`src/rtl/emu_hs_pkg.sv`:
```
/*
 emulation access handshake package: states and control-word layout.
 assumes the host control register lives elsewhere; only its bits are here.
*/
// Summary of operation
// RULE1: emulator active: reset and interrupts serviced only in execution mode.
// RULE2: target applies reset before the emulator is activated.
// RULE3: host port accesses still answered while emulation halts execution.
// RULE4: during emulation halt, reset, interrupts, nmi and halt stay pending.
// RULE5: host and emulator accesses are never serialised or locked out.
// RULE6: request flag sets when the emulator needs access.
// RULE7: request set with interrupt enable raises the host interrupt.
// RULE8: host writing grant one clears interrupt and lets emulator proceed.
// RULE9: halt condition stops execution at once, whatever the grant flag.
// RULE10: emulator access waits until the host has set the grant flag.
// RULE11: request flag clears once the emulator no longer needs access.
// RULE12: request cleared with enable set raises the host interrupt again.
// RULE13: host clearing grant drops the interrupt raised by the release.
// RULE14: host may detect a halt by interrupt or by polling the request flag.
// RULE15: the handshake is optional for the host.
// RULE16: request flag read-only; grant, enable host-writable, reset zero.
package emu_hs_pkg;
   // bit positions inside the low host control word
   localparam int unsigned REQ_BIT   = 0;
   localparam int unsigned GRANT_BIT = 1;
   localparam int unsigned IRQEN_BIT = 2;
   localparam int unsigned CTRL_W    = 3;

   typedef enum logic [1:0] {
      ST_IDLE,
      ST_WAIT_GRANT,
      ST_ACCESS,
      ST_WAIT_UNGRANT
   } hs_state_e;
endpackage

```
`src/rtl/emu_hs_if.sv`:
```
/*
 interface carrying the event gate between the handshake and its gate module.
 assumes one clock domain, driven by the top.
*/
interface emu_hs_if;
   logic exec_mode;
   logic emu_active;
   logic rst_req;
   logic irq_req;
   logic nmi_req;
   logic halt_req;
   logic rst_take;
   logic irq_take;
   logic nmi_take;
   logic halt_take;
   modport ctl  (output exec_mode, emu_active, rst_req, irq_req, nmi_req,
                 halt_req, input rst_take, irq_take, nmi_take, halt_take);
   modport gate (input exec_mode, emu_active, rst_req, irq_req, nmi_req,
                 halt_req, output rst_take, irq_take, nmi_take, halt_take);
endinterface

```
`src/rtl/emu_event_gate.sv`:
```
/*
 holds reset, interrupt, nmi and halt requests pending during emulation halt.
 assumes requests are levels that stay up until taken.
*/
module emu_event_gate (
   // clock and reset
   input  wire logic core_clk_i,
   input  wire logic rst_n,
   // gated requests
   emu_hs_if.gate    g
);
   typedef struct packed {
      logic [3:0] take;
   } gate_s;
   gate_s st_reg;
   gate_s st_next;
   logic  open_w;

   always_comb begin
      st_next = st_reg;
      open_w  = !g.emu_active || g.exec_mode; // RULE1 RULE4
      st_next.take = open_w ? {g.halt_req, g.nmi_req, g.irq_req, g.rst_req}
                            : 4'h0; // RULE4
   end

   always_ff @(posedge core_clk_i or negedge rst_n) begin
      if (!rst_n) begin
         st_reg <= '0;
      end else begin
         st_reg <= st_next;
      end
   end

   assign g.rst_take  = st_reg.take[0];
   assign g.irq_take  = st_reg.take[1];
   assign g.nmi_take  = st_reg.take[2];
   assign g.halt_take = st_reg.take[3];
endmodule

```
`src/rtl/emu_access_hs.sv`:
```
/*
 emulation access handshake: request, grant and host interrupt logic,
 plus execution gating of reset and interrupt events.
 assumes host register writes arrive as one-cycle strobes with data,
 and the emulator side presents a need level and a halt condition.
*/
module emu_access_hs (
   // clock and reset
   input  wire logic core_clk_i,
   input  wire logic rst_n_i,
   // host control word access
   input  wire logic host_ctrl_wr_i,
   input  wire logic host_grant_wdata_i,
   input  wire logic host_irqen_wdata_i,
   output logic [2:0] host_ctrl_low_reg_o,
   // emulator side
   input  wire logic emu_need_i,
   input  wire logic emu_active_i,
   input  wire logic emu_halt_cond_i,
   input  wire logic emu_resume_i,
   output logic      emu_go_o,
   output logic      exec_halted_o,
   // system events
   input  wire logic sys_rst_req_i,
   input  wire logic irq_req_i,
   input  wire logic nmi_req_i,
   input  wire logic host_halt_request_i,
   output logic      rst_take_o,
   output logic      irq_take_o,
   output logic      nmi_take_o,
   output logic      halt_take_o,
   // host interrupt, active low pin
   output logic      host_irq_out_n_o
);
   typedef struct packed {
      emu_hs_pkg::hs_state_e st;
      logic                  req;
      logic                  grant;
      logic                  irqen;
      logic                  irq_n;
      logic                  go;
      logic                  halted;
   } hs_s;
   hs_s        st_reg;
   hs_s        st_next;
   logic [1:0] rsync_reg;
   logic       rst_n;
   emu_hs_if gi ();

   // reset enters at once but leaves on a clock edge, so no flop sees a
   // release racing the clock; kept apart from the state it resets
   always_ff @(posedge core_clk_i or negedge rst_n_i) begin
      if (!rst_n_i) begin
         rsync_reg <= 2'h0;
      end else begin
         rsync_reg <= {rsync_reg[0], 1'b1};
      end
   end
   assign rst_n = rsync_reg[1];

   always_comb begin
      st_next = st_reg;
      if (host_ctrl_wr_i) begin
         st_next.grant = host_grant_wdata_i; // RULE16
         st_next.irqen = host_irqen_wdata_i; // RULE16
      end
      // a host write that changes grant, setting it to one or clearing it, drops the interrupt
      if (host_ctrl_wr_i && (host_grant_wdata_i != st_reg.grant)) begin
         st_next.irq_n = 1'b1; // RULE8 RULE13
      end
      // halt is immediate and independent of grant
      if (emu_halt_cond_i) begin
         st_next.halted = 1'b1; // RULE9
      end else if (emu_resume_i) begin
         st_next.halted = 1'b0;
      end
      case (st_reg.st)
         emu_hs_pkg::ST_IDLE: begin
            if (emu_need_i) begin
               st_next.req = 1'b1; // RULE6
               st_next.st  = emu_hs_pkg::ST_WAIT_GRANT;
               // a fresh edge beats a same-cycle clear
               if (st_reg.irqen) begin
                  st_next.irq_n = 1'b0; // RULE7
               end
            end
         end
         emu_hs_pkg::ST_WAIT_GRANT: begin
            if (st_reg.grant) begin
               st_next.st = emu_hs_pkg::ST_ACCESS; // RULE10
            end
         end
         emu_hs_pkg::ST_ACCESS: begin
            if (!emu_need_i) begin
               st_next.req = 1'b0; // RULE11
               st_next.st  = emu_hs_pkg::ST_WAIT_UNGRANT;
               if (st_reg.irqen) begin
                  st_next.irq_n = 1'b0; // RULE12
               end
            end
         end
         emu_hs_pkg::ST_WAIT_UNGRANT: begin
            if (!st_reg.grant) begin
               st_next.st = emu_hs_pkg::ST_IDLE;
            end
         end
         default: st_next.st = emu_hs_pkg::ST_IDLE;
      endcase
      st_next.go = (st_next.st == emu_hs_pkg::ST_ACCESS); // RULE10
   end

   always_ff @(posedge core_clk_i or negedge rst_n) begin
      if (!rst_n) begin
         st_reg.st     <= emu_hs_pkg::ST_IDLE;
         st_reg.req    <= 1'b0;
         st_reg.grant  <= 1'b0;
         st_reg.irqen  <= 1'b0;
         st_reg.irq_n  <= 1'b1;
         st_reg.go     <= 1'b0;
         st_reg.halted <= 1'b0;
      end else begin
         st_reg.st     <= st_next.st;
         st_reg.req    <= st_next.req;
         st_reg.grant  <= st_next.grant;
         st_reg.irqen  <= st_next.irqen;
         st_reg.irq_n  <= st_next.irq_n;
         st_reg.go     <= st_next.go;
         st_reg.halted <= st_next.halted;
      end
   end

   // the host port path is outside this block and is never stalled by it
   assign gi.exec_mode  = !st_reg.halted; // RULE3 RULE5
   assign gi.emu_active = emu_active_i;
   assign gi.rst_req    = sys_rst_req_i;
   assign gi.irq_req    = irq_req_i;
   assign gi.nmi_req    = nmi_req_i;
   assign gi.halt_req   = host_halt_request_i;

   emu_event_gate u_gate (
      .core_clk_i (core_clk_i),
      .rst_n      (rst_n),
      .g          (gi)
   );

   // outputs come straight from flip-flops
   assign host_ctrl_low_reg_o[emu_hs_pkg::REQ_BIT]   = st_reg.req; // RULE14
   assign host_ctrl_low_reg_o[emu_hs_pkg::GRANT_BIT] = st_reg.grant;
   assign host_ctrl_low_reg_o[emu_hs_pkg::IRQEN_BIT] = st_reg.irqen;
   assign emu_go_o         = st_reg.go;
   assign exec_halted_o    = st_reg.halted;
   assign host_irq_out_n_o = st_reg.irq_n;
   assign rst_take_o       = gi.rst_take;
   assign irq_take_o       = gi.irq_take;
   assign nmi_take_o       = gi.nmi_take;
   assign halt_take_o      = gi.halt_take;
endmodule

```
`config.mk`:
```
export PLATFORM = sky130hd
export DESIGN_NAME = emu_access_hs
export DESIGN_NICKNAME = d
export VERILOG_FILES = /design/src/rtl/emu_hs_pkg.sv /design/src/rtl/emu_hs_if.sv /design/src/rtl/emu_event_gate.sv /design/src/rtl/emu_access_hs.sv
export SDC_FILE = /design/constraint.sdc
export NUM_CORES = 1
export LEC_CHECK = 0
export BUFFER_PORTS_ARGS = -buffer_cell sky130_fd_sc_hd__buf_4
export CELL_PAD_IN_SITES_DETAIL_PLACEMENT = 1
export CELL_PAD_IN_SITES_GLOBAL_PLACEMENT = 1
export CORE_MARGIN = 10
export CORE_UTILIZATION = 30
export DETAILED_ROUTE_END_ITERATION = 8
export GPL_TIMING_DRIVEN = 0
export PLACE_DENSITY_LB_ADDON = 0.1
export SYNTH_ARGS = -nofsm -noshare
export SYNTH_HDL_FRONTEND = slang
export SYNTH_HIERARCHICAL = 1
export SYNTH_SLANG_ARGS = --single-unit
```
`constraint.sdc`:
```
create_clock -name core_clk_i -period 0.8 [get_ports core_clk_i]
set_input_delay 0.08 -clock core_clk_i [delete_from_list [all_inputs] [get_ports core_clk_i]]
set_output_delay 0.08 -clock core_clk_i [all_outputs]
set_load 0.1 [all_outputs]
```
==> flow_summary.toml <==
[logic_synthesis]
yosys_warnings = 6
syn_inst = 42
synth_enable_flop_cells = 0
synthDistinctLibCells = 21
ys_seq_area_frac = 0.639
yosysTopAreaCellShare = 0.591
netlist_area_um2 = 551
avgSynthCellArea_um2 = 13.1
ys_async_sr_fraction = 1.00
yosysMostFrequentCell = "dfrtp_1"
synth_top_cell_by_area = "dfrtp_1"
synth_common_cells = "13 x dfrtp_1, 4 x and2_1, 3 x buf_4"
synthFlopType = "dfrtp_1"
synth-seq-cells = 14
syn_nets = 55
synth_top_cells_by_area = "dfrtp_1 59%, dfstp_2 4.8%, and2_1 4.5%, buf_4 4.1%, mux2_2 4.1%"

[drt]
vias = 440
drtPass1Iterations = 4
drt_wl_total_um = 1460
wl_per_cell_um = 14.0
drt-initial-drc-count = 1
via_per_inst = 4.23
drc = 0
drtAntennaViolNets = 0

[grt]
grt_pass1_wl_um = 2460
grt_max_degree = 13
grt_pass1_vias = 538
track_usage = 0.0736
antenna_found_initial = 0
grt_overflow = 0

[outcome]
status = "finished with violations"
violations = "negative setup slack"

[setup_path]
cp_slowest_cell = "dfstp_4"
worstRegToRegCells = 3
path_max_fanout = 2
crit_required_ns = 0.72
start_kind = "flop"
crit_family = "flip-flops"
critical_path.cell_chain = "buf_12"
cpPeakStageDelay_ns = 0.63
r2r-start = "st_reg[6]$_DFF_PN0_"
worstPathArrival_ns = 1.07
worstReg2RegEnd = "st_reg[6]$_DFF_PN0_"
reg2reg_slack_ns = -0.35
critical_path_class = "reg2out"
worst-path-buf-inv = 1
critPathCaptureType = "output port"

[placed_design]
gp_congestion = 0.673
io_buffers = 22
dp_cells = 89
dpl.hpwl_um = 1020
pre_cts_ws_ns = -0.362

[final_layout]
final_cells = 104
area_growth_pct = 88.2
multiInputGateArea_um2 = 195
nNetsFinal = 93
seqCellArea_um2 = 367
largest_reg_flops = 4
diodes = 0
drive_gt1_frac = 0.709
nFillCells = 191

[sta]
whs_ns = 0.0262
fin_crit_sh = 1.44
hold_violations = 0
period_needed_ns = 1.15
setup_ws_ns = -0.348
rsz0062_at_grt = "true"
slew_violations = 0
fin_skew_ns = 0.00127
fmax_mhz = 871
finalSetupViolations = 22
tns_ns = -4.20

[power]
powerDensity_mw_per_mm2 = 3170
power_w = 0.00328
p_leak_nw = 0.488
ir_drop_mv = 1.63

[cts]
insertion_delay_ns = 0.26
cts_root_buf = "clkbuf_4"
cts.sinks = 14
cts_tree = "built"
clk_pin_slew_ns = 0.08
cts_buffers = 3
htreeDepth = 1
clockBufferDepth = 2

[run]
max_cap_violations = 0

[floorplan]
die_y_um = 62.8
num_io_pins = 23
rows = 15
die_x_um = 62.8
core_mm2 = 0.00173
initial_core_util = 0.319
die_area_mm2 = 0.00395

[hold_path]
holdPathEnd = "u_gate/st_reg[1]$_DFF_PN0_"
hp-class = "in2reg"
worstHoldStart = "irq_req_i"
hold_path_depth = 2
## worst max-delay path by stage
stage | startpoint | to | depth (start not counted)
2_1_floorplan | st_reg[6]$_DFF_PN0_ | st_reg[6]$_DFF_PN0_ | 3
3_3_place_gp | st_reg[6]$_DFF_PN0_ | st_reg[6]$_DFF_PN0_ | 3
3_5_place_dp | st_reg[6]$_DFF_PN0_ | st_reg[6]$_DFF_PN0_ | 3
4_1_cts | host_irq_out_n_o$_DFF_PN1_ | host_irq_out_n_o | 1
5_1_grt | st_reg[6]$_DFF_PN0_ | st_reg[6]$_DFF_PN0_ | 3
6_report | host_irq_out_n_o$_DFF_PN1_ | host_irq_out_n_o | 1
## per-layer routing
layer  global-route usage  wire [um]  up-vias
li1                     -          -      207
met1               0.0738        516      217
met2                0.137        820       16
met3               0.0358        117        0
met4              0.00838          0        0
met5                    0          0        -
## area by class of cell
| class | count | area share |
|---|---|---|
| multi-input cells | 23 | 0.188 |
| inverters | 2 | 0.00725 |
| flip-flops and latches | 14 | 0.354 |
| clock buffers | 4 | 0.0350 |
| plain buffers | 3 | 0.0326 |
| well taps | 25 | 0.0302 |
| repair buffers | 33 | 0.353 |
## power by group
group,leakage (nW),internal [W],switching (W)
Combinational,0.310,0.000807,0.000939
Sequential,0.157,0.000896,0.000162
Clock,0.0210,0.000276,0.000202
## timing repair
action / 4_1_cts / 5_1_grt
hold endpoints to repair: 3 / 0
resized for setup: 29 / 7
hold buffers: 2 / 0
gates cloned: 0 / 0
pin swaps: 4 / 0
endpoints found under the setup margin: 20 / 21
buffers inserted: 6 / 3
## cell families (layout without fill, tap and decap cells)
kind of cell,count (synthesis),after routing,synth area share
muxes,3,3,0.0614
AOI/OAI and AO/OA,7,7,0.0750
and+or+nand+nor,10,10,0.132
DFF,14,14,0.639
other,1,1,0.00681
xor gates and xnor gates,2,2,0.0318
buffers and inverters,5,42,0.0545
## cells in the final DEF (no fill, tap or decap)
cell and count:
inv_2 1, o21ai_1 1, dlygate4sd3_1 2, a21oi_2 1
dfrtp_4 1, o21ai_0 2, a31oi_1 1, mux2_4 2
or3_1 1, nor2_1 1, xor2_1 1, nand2b_4 1
inv_1 1, buf_6 7, dfrtp_2 6, conb_1 1
dfstp_4 1, buf_8 3, and2_1 3, dfrtp_1 6
a21boi_1 1, nor2b_1 1, xor2_2 1, and2_4 2
o21bai_1 1, mux2_2 1, buf_12 6, buf_4 18
clkbuf_4 3, nor2b_4 1, clkbuf_8 1
## stage by stage
stage,util,area (um^2)
floorplan,-,573
global placement,0.446,769
detailed placement,0.446,769
CTS,0.571,986
global route,0.600,1040
finish,0.600,1040
(Power assumes the default switching activity.)
